==> config.mk <==
export PLATFORM = sky130hd
export DESIGN_NAME = pax_axis
export DESIGN_NICKNAME = d
export VERILOG_FILES = /design/src/pax_pkg.sv /design/src/pax_axis.sv
export SDC_FILE = /design/constraint.sdc
export NUM_CORES = 2
export LEC_CHECK = 0
export BUFFER_PORTS_ARGS = -buffer_cell sky130_fd_sc_hd__buf_2
export CORE_MARGIN = 4
export CORE_UTILIZATION = 35
export DETAILED_ROUTE_END_ITERATION = 8
export SLEW_MARGIN = 20
export SYNTH_ARGS = -nofsm -noshare
export SYNTH_HDL_FRONTEND = slang
export SYNTH_SLANG_ARGS = --single-unit
==> constraint.sdc <==
create_clock -name ref_clk -period 16.5 [get_ports ref_clk]
set_clock_uncertainty 0.05 [all_clocks]
set_input_delay 1.65 -clock ref_clk [delete_from_list [all_inputs] [get_ports ref_clk]]
set_output_delay 1.65 -clock ref_clk [all_outputs]
set_load 0.02 [all_outputs]
==> src/pax_pkg.sv <==
package pax_pkg;

  // Register port widths
  localparam int AW = 10;
  localparam int DW = 16;

  // Word register addresses
  localparam logic [AW-1:0] A_ACC_HI  = 10'h0a4;
  localparam logic [AW-1:0] A_ACC_LO  = 10'h0a5;
  localparam logic [AW-1:0] A_POS_HI  = 10'h154;
  localparam logic [AW-1:0] A_POS_LO  = 10'h155;
  localparam logic [AW-1:0] A_MAX_HI  = 10'h156;
  localparam logic [AW-1:0] A_MAX_LO  = 10'h157;
  localparam logic [AW-1:0] A_BASE    = 10'h158;
  localparam logic [AW-1:0] A_RAMP    = 10'h159;
  localparam logic [AW-1:0] A_CLRSEL  = 10'h15a;
  localparam logic [AW-1:0] A_CREEP   = 10'h15b;
  localparam logic [AW-1:0] A_HOME_HI = 10'h15c;
  localparam logic [AW-1:0] A_HOME_LO = 10'h15d;
  localparam logic [AW-1:0] A_ENV     = 10'h0fe;
  localparam logic [AW-1:0] A_FLAGS   = 10'h3e0;
  localparam logic [AW-1:0] A_CMD     = 10'h3e1;
  localparam logic [AW-1:0] A_DIST_HI = 10'h3e2;
  localparam logic [AW-1:0] A_DIST_LO = 10'h3e3;
  localparam logic [AW-1:0] A_SPD_HI  = 10'h3e4;
  localparam logic [AW-1:0] A_SPD_LO  = 10'h3e5;

  // Flag word bit positions
  localparam int F_STOP  = 0;
  localparam int F_IRQEN = 1;
  localparam int F_CLREN = 2;
  localparam int F_CLSEL = 3;
  localparam int F_HDIR  = 4;
  localparam int F_FLIM  = 5;
  localparam int F_RLIM  = 6;
  localparam int F_NINV  = 7;
  localparam int F_ZINV  = 8;
  localparam int F_HBUSY = 9;
  localparam int F_BUSY  = 10;
  localparam int F_ERR   = 11;

  // Command word bit positions
  localparam int C_MOVE = 0;
  localparam int C_HOME = 1;
  localparam int C_RTO  = 2;

  // Timing
  localparam int CLK_HZ       = 100_000_000;
  localparam int CLK_NS       = 10;
  localparam int MS_NS        = 1_000_000;
  localparam int CLR_MS       = 20;
  localparam int SCAN_CYCLES  = 1;
  localparam int MS_CYCLES    = MS_NS / CLK_NS;
  localparam int CLR_CYCLES   = CLR_MS * MS_CYCLES + SCAN_CYCLES;

  // Parameter limits
  localparam logic [31:0] MAX_SPD_MIN = 32'h0000000a;
  localparam logic [31:0] MAX_SPD_MAX = 32'h00030d40;
  localparam logic [15:0] RAMP_MIN    = 16'h0032;
  localparam logic [15:0] RAMP_MAX    = 16'h1388;
  localparam logic [3:0]  BASE_RATIO  = 4'ha;

  // Stage codes
  localparam logic [15:0] STG_IDLE  = 16'h0000;
  localparam logic [15:0] STG_ACC   = 16'h0001;
  localparam logic [15:0] STG_CONST = 16'h0002;
  localparam logic [15:0] STG_DEC   = 16'h0003;
  localparam logic [15:0] STG_CREEP = 16'h0004;

  typedef enum {ST_IDLE, ST_DIV, ST_RUN} pax_state_e;
  typedef enum {MD_MOVE, MD_HOME, MD_RTO} pax_mode_e;

  // Register port request
  typedef struct packed {
    logic [AW-1:0] addr;
    logic [DW-1:0] wdata;
    logic          wr;
    logic          rd;
  } pax_bus_s;

endpackage : pax_pkg

==> src/pax_axis.sv <==
`timescale 1ns/10ps
// Operation
// Track absolute position from pulse count
// Software loads absolute position at startup
// Maximum speed valid from 10 to 200000
// No pulses unless base below max/10
// No pulses if speed outside base..max
// Ramp time word, 50 to 5000 ms
// Software sets parameters before starting
// Clear goes to selected or default output
// Home search uses creep speed register
// Home search travels at homing speed
// Read-only envelope stage word
// Stop flag disables pulse output
// Busy monitor flag, high while busy
// Completion interrupt only when enabled
// Clear output only when clear enabled
// One clear pulse, 20 ms plus scan
// Home direction set by direction flag
// Forward limit flag means limit reached
// Reverse limit flag means limit reached
// Near-point polarity flag inverts input
// Zero-point polarity flag inverts input
// Homing busy flag high during search
// Linear ramp base to speed and back
module pax_axis
  import pax_pkg::*;
#(
  parameter int MS_CYC  = MS_CYCLES,
  parameter int CLR_CYC = CLR_CYCLES,
  parameter int N_CLR   = 16
) (
  // Clock and reset
  input  wire logic             ref_clk,
  input  wire logic             resetn,
  // Register port
  input  wire pax_bus_s         bus,
  output logic [DW-1:0]         rdata,
  // Homing sensors
  input  wire logic             near_point_in,
  input  wire logic             zero_point_in,
  // Drive outputs
  output logic                  axis_pulse_output,
  output logic                  axis_dir_output,
  output logic                  default_clear_output,
  output logic [N_CLR-1:0]      clear_element_out,
  output logic                  done_irq
);

  ////////////////////////////////////////////////////////////////////////
  // Registers
  logic [31:0]      acc_reg, pos_reg, max_reg, home_reg, dist_reg, spd_reg;
  logic [15:0]      base_reg, ramp_reg, clrsel_reg, creep_reg, stage_reg;
  logic [8:0]       flag_reg;
  logic             hbusy_reg, err_reg;
  pax_state_e       st_reg;
  pax_mode_e        mode_reg;
  logic             fwd_reg, creep_mode_reg;
  logic [31:0]      cur_reg, tgt_reg, step_reg, rem_reg, accp_reg, phase_reg;
  logic [31:0]      dq_reg, dr_reg;
  logic [5:0]       dcnt_reg;
  logic [31:0]      ms_reg, clr_reg;
  logic             clr_on_reg, pulse_reg, irq_reg;
  logic [N_CLR-1:0] cel_reg;

  // Magnitude of a signed word
  function automatic logic [31:0] mag(input logic [31:0] v);
    mag = v[31] ? 32'(-v) : v;
  endfunction : mag

  // Word decode hit
  function automatic logic hit(input logic [AW-1:0] a, input logic [AW-1:0] b);
    hit = (a == b);
  endfunction : hit

  ////////////////////////////////////////////////////////////////////////
  // Decode and command checks
  wire wr = bus.wr;
  wire [AW-1:0] ad = bus.addr;
  wire [DW-1:0] wd = bus.wdata;
  wire cmd_wr  = wr && hit(ad, A_CMD);
  wire flag_wr = wr && hit(ad, A_FLAGS);
  wire stop    = flag_reg[F_STOP];
  wire idle    = (st_reg == ST_IDLE);
  wire go_move = cmd_wr && wd[C_MOVE] && idle;
  wire go_home = cmd_wr && wd[C_HOME] && !wd[C_MOVE] && idle;
  wire go_rto  = cmd_wr && wd[C_RTO] && !wd[C_MOVE] && !wd[C_HOME]
                 && idle;
  wire go_any  = go_move || go_home || go_rto;

  // Speed for the new command
  wire [31:0] new_spd = go_move ? spd_reg : home_reg;
  wire [35:0] base_x10 = 36'(base_reg) * 36'(BASE_RATIO);
  wire max_ok  = (max_reg >= MAX_SPD_MIN) && (max_reg <= MAX_SPD_MAX);
  wire base_ok = base_x10 < 36'(max_reg);
  wire ramp_ok = (ramp_reg >= RAMP_MIN) && (ramp_reg <= RAMP_MAX);
  wire spd_ok  = (new_spd >= 32'(base_reg)) && (new_spd <= max_reg);
  wire crp_ok  = !go_home || ((32'(creep_reg) >= 32'(base_reg)) &&
                 (32'(creep_reg) <= max_reg));
  wire cmd_ok  = max_ok && base_ok && ramp_ok && spd_ok && crp_ok;
  wire start   = go_any && cmd_ok;
  wire refuse  = go_any && !cmd_ok;

  ////////////////////////////////////////////////////////////////////////
  // Homing sensors and limits
  wire near_act = near_point_in ^ flag_reg[F_NINV];
  wire zero_act = zero_point_in ^ flag_reg[F_ZINV];
  wire lim_hit  = fwd_reg ? flag_reg[F_FLIM]
                          : flag_reg[F_RLIM];
  wire homing   = (mode_reg == MD_HOME);

  ////////////////////////////////////////////////////////////////////////
  // Pulse timing
  wire run     = (st_reg == ST_RUN);
  wire live    = run && !stop;
  wire ms_tick = live && (ms_reg == 32'(MS_CYC - 1));
  wire [32:0] ph_sum = 33'(phase_reg) + 33'(cur_reg);
  wire step_now = live && (ph_sum >= 33'(CLK_HZ));
  wire [31:0] ph_next = step_now ? 32'(ph_sum - 33'(CLK_HZ))
                                 : ph_sum[31:0];
  wire dist_mode = !homing;
  wire decel   = dist_mode && (rem_reg <= accp_reg);
  wire accel   = !decel && (cur_reg < tgt_reg);
  wire [31:0] up_v = (tgt_reg - cur_reg > step_reg) ? cur_reg + step_reg
                                                    : tgt_reg;
  wire [31:0] lo_v = (cur_reg - 32'(base_reg) > step_reg)
                     ? cur_reg - step_reg : 32'(base_reg);
  wire last_step = dist_mode && step_now && (rem_reg == 32'h00000001);
  wire zero_move = dist_mode && (rem_reg == 32'h00000000);
  wire home_done = homing && creep_mode_reg && zero_act && live;
  wire finish  = run && (last_step || home_done ||
                         (zero_move && !stop));
  wire clr_go  = finish && !dist_mode | (finish &&
                 mode_reg == MD_RTO);

  ////////////////////////////////////////////////////////////////////////
  // Stage word
  wire [15:0] stage_next = !run ? STG_IDLE :
                           (homing && creep_mode_reg) ? STG_CREEP :
                           decel ? STG_DEC :
                           accel ? STG_ACC : STG_CONST;

  ////////////////////////////////////////////////////////////////////////
  // Register readback
  wire [15:0] flag_rd = {4'h0, err_reg, !idle, hbusy_reg, flag_reg[8:0]};
  wire [15:0] rd_next =
      hit(ad, A_ACC_HI)  ? acc_reg[31:16]  :
      hit(ad, A_ACC_LO)  ? acc_reg[15:0]   :
      hit(ad, A_POS_HI)  ? pos_reg[31:16]  :
      hit(ad, A_POS_LO)  ? pos_reg[15:0]   :
      hit(ad, A_MAX_HI)  ? max_reg[31:16]  :
      hit(ad, A_MAX_LO)  ? max_reg[15:0]   :
      hit(ad, A_BASE)    ? base_reg        :
      hit(ad, A_RAMP)    ? ramp_reg        :
      hit(ad, A_CLRSEL)  ? clrsel_reg      :
      hit(ad, A_CREEP)   ? creep_reg       :
      hit(ad, A_HOME_HI) ? home_reg[31:16] :
      hit(ad, A_HOME_LO) ? home_reg[15:0]  :
      hit(ad, A_ENV)     ? stage_reg       :
      hit(ad, A_FLAGS)   ? flag_rd         :
      hit(ad, A_DIST_HI) ? dist_reg[31:16] :
      hit(ad, A_DIST_LO) ? dist_reg[15:0]  :
      hit(ad, A_SPD_HI)  ? spd_reg[31:16]  :
      hit(ad, A_SPD_LO)  ? spd_reg[15:0]   : 16'h0000;

  ////////////////////////////////////////////////////////////////////////
  // Read data, one cycle after the strobe
  always_ff @(posedge ref_clk) begin
    if (!resetn) rdata <= 16'h0000;
    else if (bus.rd) rdata <= rd_next;
    else rdata <= 16'h0000;
  end

  // Parameter words written by software
  always_ff @(posedge ref_clk) begin
    if (!resetn) begin
      max_reg    <= 32'h00000000;
      base_reg   <= 16'h0000;
      ramp_reg   <= 16'h0000;
      clrsel_reg <= 16'h0000;
      creep_reg  <= 16'h0000;
      home_reg   <= 32'h00000000;
      dist_reg   <= 32'h00000000;
      spd_reg    <= 32'h00000000;
    end else if (wr) begin
      if (hit(ad, A_MAX_HI))  max_reg[31:16]  <= wd;
      if (hit(ad, A_MAX_LO))  max_reg[15:0]   <= wd;
      if (hit(ad, A_BASE))    base_reg        <= wd;
      if (hit(ad, A_RAMP))    ramp_reg        <= wd;
      if (hit(ad, A_CLRSEL))  clrsel_reg      <= wd;
      if (hit(ad, A_CREEP))   creep_reg       <= wd;
      if (hit(ad, A_HOME_HI)) home_reg[31:16] <= wd;
      if (hit(ad, A_HOME_LO)) home_reg[15:0]  <= wd;
      if (hit(ad, A_DIST_HI)) dist_reg[31:16] <= wd;
      if (hit(ad, A_DIST_LO)) dist_reg[15:0]  <= wd;
      if (hit(ad, A_SPD_HI))  spd_reg[31:16]  <= wd;
      if (hit(ad, A_SPD_LO))  spd_reg[15:0]   <= wd;
    end
  end

  // Control flags, homing busy and error
  always_ff @(posedge ref_clk) begin
    if (!resetn) begin
      flag_reg  <= 9'h000;
      hbusy_reg <= 1'b0;
      err_reg   <= 1'b0;
    end else begin
      if (flag_wr) flag_reg <= wd[8:0];
      if (start && go_home) hbusy_reg <= 1'b1;
      else if (finish && homing) hbusy_reg <= 1'b0;
      else if (flag_wr && !wd[F_HBUSY]) hbusy_reg <= 1'b0;
      if (refuse) err_reg <= 1'b1;
      else if (start) err_reg <= 1'b0;
    end
  end

  // Pulse count and absolute position
  always_ff @(posedge ref_clk) begin
    if (!resetn) begin
      acc_reg <= 32'h00000000;
      pos_reg <= 32'h00000000;
    end else if (home_done) begin
      acc_reg <= 32'h00000000;
      pos_reg <= 32'h00000000;
    end else if (step_now) begin
      acc_reg <= fwd_reg ? acc_reg + 32'h1 : acc_reg - 32'h1;
      pos_reg <= fwd_reg ? pos_reg + 32'h1 : pos_reg - 32'h1;
    end else if (wr) begin
      if (hit(ad, A_ACC_HI)) acc_reg[31:16] <= wd;
      if (hit(ad, A_ACC_LO)) acc_reg[15:0]  <= wd;
      if (hit(ad, A_POS_HI)) pos_reg[31:16] <= wd;
      if (hit(ad, A_POS_LO)) pos_reg[15:0]  <= wd;
    end
  end

  ////////////////////////////////////////////////////////////////////////
  // Sequencer: ramp step division, then run
  always_ff @(posedge ref_clk) begin
    if (!resetn) begin
      st_reg   <= ST_IDLE;
      mode_reg <= MD_MOVE;
      fwd_reg  <= 1'b1;
      creep_mode_reg <= 1'b0;
      tgt_reg  <= 32'h0;
      rem_reg  <= 32'h0;
      dq_reg   <= 32'h0;
      dr_reg   <= 32'h0;
      dcnt_reg <= 6'h00;
      step_reg <= 32'h0;
    end else begin
      case (st_reg)
        ST_IDLE: begin
          if (start) begin
            st_reg   <= ST_DIV;
            creep_mode_reg <= 1'b0;
            tgt_reg  <= new_spd;
            dq_reg   <= new_spd - 32'(base_reg);
            dr_reg   <= 32'h0;
            dcnt_reg <= 6'h20;
            if (go_move) begin
              mode_reg <= MD_MOVE;
              fwd_reg  <= !dist_reg[31];
              rem_reg  <= mag(dist_reg);
            end else if (go_home) begin
              mode_reg <= MD_HOME;
              fwd_reg  <= flag_reg[F_HDIR];
              rem_reg  <= 32'h0;
            end else begin
              mode_reg <= MD_RTO;
              fwd_reg  <= pos_reg[31];
              rem_reg  <= mag(pos_reg);
            end
          end
        end
        ST_DIV: begin
          // Restoring divide: rise per ms = span / ramp time
          if (dcnt_reg == 6'h00) begin
            st_reg   <= ST_RUN;
            step_reg <= (dq_reg == 32'h0) ? 32'h1 : dq_reg;
          end else begin
            dcnt_reg <= dcnt_reg - 6'h01;
            if ({dr_reg[30:0], dq_reg[31]} >= 32'(ramp_reg)) begin
              dr_reg <= {dr_reg[30:0], dq_reg[31]} - 32'(ramp_reg);
              dq_reg <= {dq_reg[30:0], 1'b1};
            end else begin
              dr_reg <= {dr_reg[30:0], dq_reg[31]};
              dq_reg <= {dq_reg[30:0], 1'b0};
            end
          end
        end
        ST_RUN: begin
          if (finish) st_reg <= ST_IDLE;
          if (step_now && dist_mode) rem_reg <= rem_reg - 32'h1;
          if (homing && live && !creep_mode_reg) begin
            if (near_act) begin
              creep_mode_reg <= 1'b1;
              tgt_reg <= 32'(creep_reg);
            end else if (lim_hit) begin
              fwd_reg <= !fwd_reg;
            end
          end
        end
        default: st_reg <= ST_IDLE;
      endcase
    end
  end

  // Speed profile, phase accumulator and ms timebase
  always_ff @(posedge ref_clk) begin
    if (!resetn) begin
      cur_reg   <= 32'h0;
      accp_reg  <= 32'h0;
      phase_reg <= 32'h0;
      ms_reg    <= 32'h0;
    end else if (!run) begin
      cur_reg   <= 32'(base_reg);
      accp_reg  <= 32'h0;
      phase_reg <= 32'h0;
      ms_reg    <= 32'h0;
    end else if (live) begin
      phase_reg <= ph_next;
      ms_reg <= ms_tick ? 32'h0 : ms_reg + 32'h1;
      if (step_now && accel) accp_reg <= accp_reg + 32'h1;
      if (homing && creep_mode_reg) cur_reg <= tgt_reg;
      else if (ms_tick && decel) cur_reg <= lo_v;
      else if (ms_tick && accel) cur_reg <= up_v;
    end
  end

  ////////////////////////////////////////////////////////////////////////
  // Clear pulse at origin arrival
  wire clr_fire = clr_go && flag_reg[F_CLREN] && !clr_on_reg;
  always_ff @(posedge ref_clk) begin
    if (!resetn) begin
      clr_on_reg <= 1'b0;
      clr_reg    <= 32'h0;
    end else if (clr_fire) begin
      clr_on_reg <= 1'b1;
      clr_reg    <= 32'(CLR_CYC - 1);
    end else if (clr_on_reg) begin
      if (clr_reg == 32'h0) clr_on_reg <= 1'b0;
      else clr_reg <= clr_reg - 32'h1;
    end
  end

  // Clear routing, stage word, drive pins and completion event
  wire sel_ok = clrsel_reg < 16'(N_CLR);
  wire use_sel = flag_reg[F_CLSEL];
  always_ff @(posedge ref_clk) begin
    if (!resetn) begin
      cel_reg   <= '0;
      default_clear_output <= 1'b0;
      stage_reg <= STG_IDLE;
      pulse_reg <= 1'b0;
      axis_dir_output <= 1'b1;
      irq_reg   <= 1'b0;
    end else begin
      cel_reg <= '0;
      if (clr_on_reg && use_sel && sel_ok)
        cel_reg[clrsel_reg[$clog2(N_CLR)-1:0]] <= 1'b1;
      default_clear_output <= clr_on_reg && !use_sel;
      stage_reg <= stage_next;
      pulse_reg <= step_now;
      axis_dir_output <= fwd_reg;
      irq_reg <= finish && flag_reg[F_IRQEN];
    end
  end

  assign clear_element_out = cel_reg;
  assign axis_pulse_output = pulse_reg;
  assign done_irq = irq_reg;

endmodule : pax_axis

==> results.tsv <==
stage	metric	value	unit
timing	drv_slew	0	
timing	hold_viol_final	0	
floorplan	dieArea	144000	um2
logic_synthesis	ys_seq_area_frac	0.265	
cts	postCtsResizedCells	0	
floorplan	die-width	379	um
logic_synthesis	synth_top_area_frac	0.265	
grt	grt_max_degree	220	
timing	setup_viol	0	
floorplan	io_pins	68	
placed_design	gp_congestion	1.00	
logic_synthesis	yosysMostFrequentCell	nand2_1	
timing	min_period_over_period	0.498	
job	cap_violations	0	
placed_design	post-place-ws	8.57	ns
drt	drt_iter0_drc	5968	
worst_setup_path	rr_worst_depth	27	
worst_setup_path	reg2reg_slack	8.29	ns
drt	drt-total-wl	193000	um
logic_synthesis	synth_area_leader_cell	dfxtp_1	
placed_design	dp_hpwl	142000	um
cts	cts_tree	built	
logic_synthesis	yosysWarningCount	0	
timing	fin_crit	8.21	ns
drt	vias	49500	
floorplan	start_util	0.354	
grt	grt_use_total	0.257	
grt	grt-ovfl-total	0	
drt	drcViolationCount	0	
grt	grt_pass1_vias	45300	
drt	wl_per_cell	23.7	um
timing	max_slew_margin	0.229	
worst_setup_path	crit_path_end_kind	flip-flop	
finish	drive_gt1_frac	0.0544	
timing	layout_setup_ws	8.29	ns
power_and_ir_drop	p_leak	0.0212	uW
worst_setup_path	crit_type	reg2reg	
logic_synthesis	syn_inst	6417	
timing	worstMarginPinSlew	1.14	ns
hold_path	whs_path_depth	2	
grt	grt.busiest_layer	met2	
logic_synthesis	synthDistinctLibCells	92	
finish	syn2layout_area_growth	9.50	%
timing	rsz0062_at_grt	no	
timing	max_freq	122	MHz
worst_setup_path	crit_slowest_cell	nor4b_1	
logic_synthesis	ys_ff_latch	638	
logic_synthesis	synth_edf_count	0	
hold_path	min_from	accp_reg[21]	
placed_design	io_buffer_count	67	
worst_setup_path	critPathTopFamily	compound AO/OA/AOI/OAI gates	
hold_path	hold_end	accp_reg[21]	
cts	root_buffer	clkbuf_16	
finish	num-nets-final	6774	
grt	use_met3	0.0572	
cts	clk_path_buf_depth	3	
drt	postRouteAntennaNets	0	
grt	grt_util_met2	0.386	
worst_setup_path	startpoint_type	flip-flop	
logic_synthesis	syn_area_per_cell	7.52	um2
cts	clk_pin_slew	0.06	ns
logic_synthesis	synth_common_cells	nand2_1 (932), a21oi_1 (651), dfxtp_1 (638)	
cts	cts_buffers	78	
floorplan	core_area	136000	um2
worst_setup_path	cpMostUsedCell	a21oi_1	
worst_setup_path	regToRegEndpoint	dq_reg[24]	
cts	clk_latency	0.71	ns
drt	first_pass_iters	9	
logic_synthesis	synth_area	48300	um2
timing	timing.setup.tns	0	ns
grt	met1_usage	0.346	
worst_setup_path	crit_required	16.99	ns
cts	cts.sinks	638	
power_and_ir_drop	peakVddDrop	85.3	uV
drt	via_per_inst	6.09	
worst_setup_path	crit_fanout	42	
grt	grt_pass1_wl	286000	um
floorplan	dieHeight	379	um
power_and_ir_drop	powerDensity	66.2	nW/um2
cts	htree_levels	3	
status	outcome	completed	
worst_setup_path	arrival	8.70	ns
logic_synthesis	synth_flop_cell	dfxtp_1	
worst_setup_path	crit_buf_inv	1	
finish	num-fill-cells	14100	
cts	cts-hold-fix-buffers	0	
cts	postCtsSetupRepairBufs	0	
logic_synthesis	ys_top_cells_by_area	dfxtp_1 (26%), ha_1 (12%), nand2_1 (7.2%)	
grt	antenna_found_initial	5	
worst_setup_path	critPathMaxStageDelay	1.00	ns
finish	final_util	0.388	
worst_setup_path	reg2reg_from	base_reg[3]	
logic_synthesis	synth_fp_nets	6911	
timing	hold_ws	0.405	ns
hold_path	hp-class	reg2reg	
logic_synthesis	async_reset_ff_frac	0	
worst_setup_path	critPathLaunch	base_reg[3]	
floorplan	num_rows	135	
[kinds of logic (layout without fill, tap and decap cells)]
family | count (synthesis) | count (layout) | share of synthesized area
AOI/OAI and AO/OA | 1872 | 1872 | 0.255
DFF | 638 | 638 | 0.265
buffers and inverters | 658 | 584 | 0.0517
adders and majority gates | 462 | 462 | 0.121
xor gates and xnor gates | 361 | 361 | 0.0655
and+or+nand+nor | 2345 | 2345 | 0.225
muxes | 81 | 81 | 0.0170
other | 0 | 2 | 0
[how the worst max path moves through the flow]
stage / endpoint / slack, ns / cells past startpoint
global placement: rem_reg[15] / 8.39 / 21
CTS: dq_reg[24] / 8.50 / 27
global route: dq_reg[24] / 7.75 / 27
detailed placement: dq_reg[24] / 8.57 / 27
finish: dq_reg[24] / 8.29 / 27
floorplan: tgt_reg[10] / 9.35 / 24
[through the flow]
stage	instances	instance area, um2	total power (uW)
after floorplan	6417	48300	1630
after global placement	7981	50100	1680
after detailed placement	7981	50100	1680
after CTS	8124	52800	3510
after global routing	8124	52800	3580
final	8126	52800	3500
[final cells by class]
class                   count  area [um2]  area share
diodes                      2        5.00   0.0000947
clock buffers             106        2200      0.0416
clock inverters            37         500     0.00947
inverters                 307        1160      0.0220
multi-input cells        5121       33100       0.627
flip-flops and latches    638       12800       0.242
well taps                1781        2230      0.0422
repair buffers            134         853      0.0161
[layout by cell type (no fill, tap or decap), types with 18 or more instances in the layout]
| cell type | count |
|---|---|
| a211o_1 | 27 |
| a211oi_1 | 70 |
| a21o_1 | 138 |
| a21oi_1 | 650 |
| a221oi_1 | 40 |
| a222oi_1 | 26 |
| a22oi_1 | 64 |
| a311oi_1 | 56 |
| a31oi_1 | 53 |
| and2_1 | 27 |
| and3_1 | 68 |
| buf_2 | 66 |
| buf_4 | 67 |
| clkbuf_16 | 78 |
| dfxtp_1 | 637 |
| ha_1 | 452 |
| inv_1 | 305 |
| mux2i_1 | 73 |
| nand2_1 | 929 |
| nand2b_1 | 48 |
| nand3_1 | 199 |
| nand4_1 | 102 |
| nor2_1 | 497 |
| nor2b_1 | 42 |
| nor3_1 | 135 |
| nor4_1 | 68 |
| o211ai_1 | 41 |
| o21a_1 | 58 |
| o21ai_0 | 250 |
| o21bai_1 | 46 |
| o22ai_1 | 59 |
| o2bb2ai_1 | 18 |
| o31ai_1 | 48 |
| o32ai_1 | 19 |
| or2_2 | 18 |
| or3_1 | 83 |
| or4_1 | 37 |
| xnor2_1 | 231 |
| xor2_1 | 130 |
[metal layers]
metal | vias up | part of all wire
met3 | 543 | 0.10
met5 | - | 0.00013
met4 | 4 | 0.057
met2 | 2436 | 0.42
met1 | 23400 | 0.42
li1 | 23100 | -
[where the power goes]
group / leakage, uW / internal [uW] / switching [uW]
clock: 0.00132 / 1070 / 780
combinational: 0.0148 / 19.2 / 85.3
sequential: 0.00514 / 1540 / 0.567
total: 0.0212 / 2630 / 866
[worst reg2reg max path, cell delays in order (launching register included)]
cell and delay, ns:
dfxtp_1 0.56, ha_1 0.31, ha_1 0.23, fa_1 0.41, a21o_1 0.17, a21oi_1 0.21
o21bai_1 0.09, a21oi_1 0.24, o21bai_1 0.09, a21oi_1 0.23, o21bai_1 0.09, a21oi_1 0.20
o21ai_0 0.16, a21o_1 0.21, a21oi_1 0.17, xnor2_1 0.17, ha_1 0.28, and4_1 0.21
nand2_1 0.13, nand4_1 0.09, a2111oi_0 0.61, nand3_1 0.15, nor4b_1 1.00, nand4b_1 0.35
o21ai_4 0.80, buf_4 0.50, nor2_1 0.08, a311oi_1 0.25
Note: power is estimated with default switching activity, not from simulation.
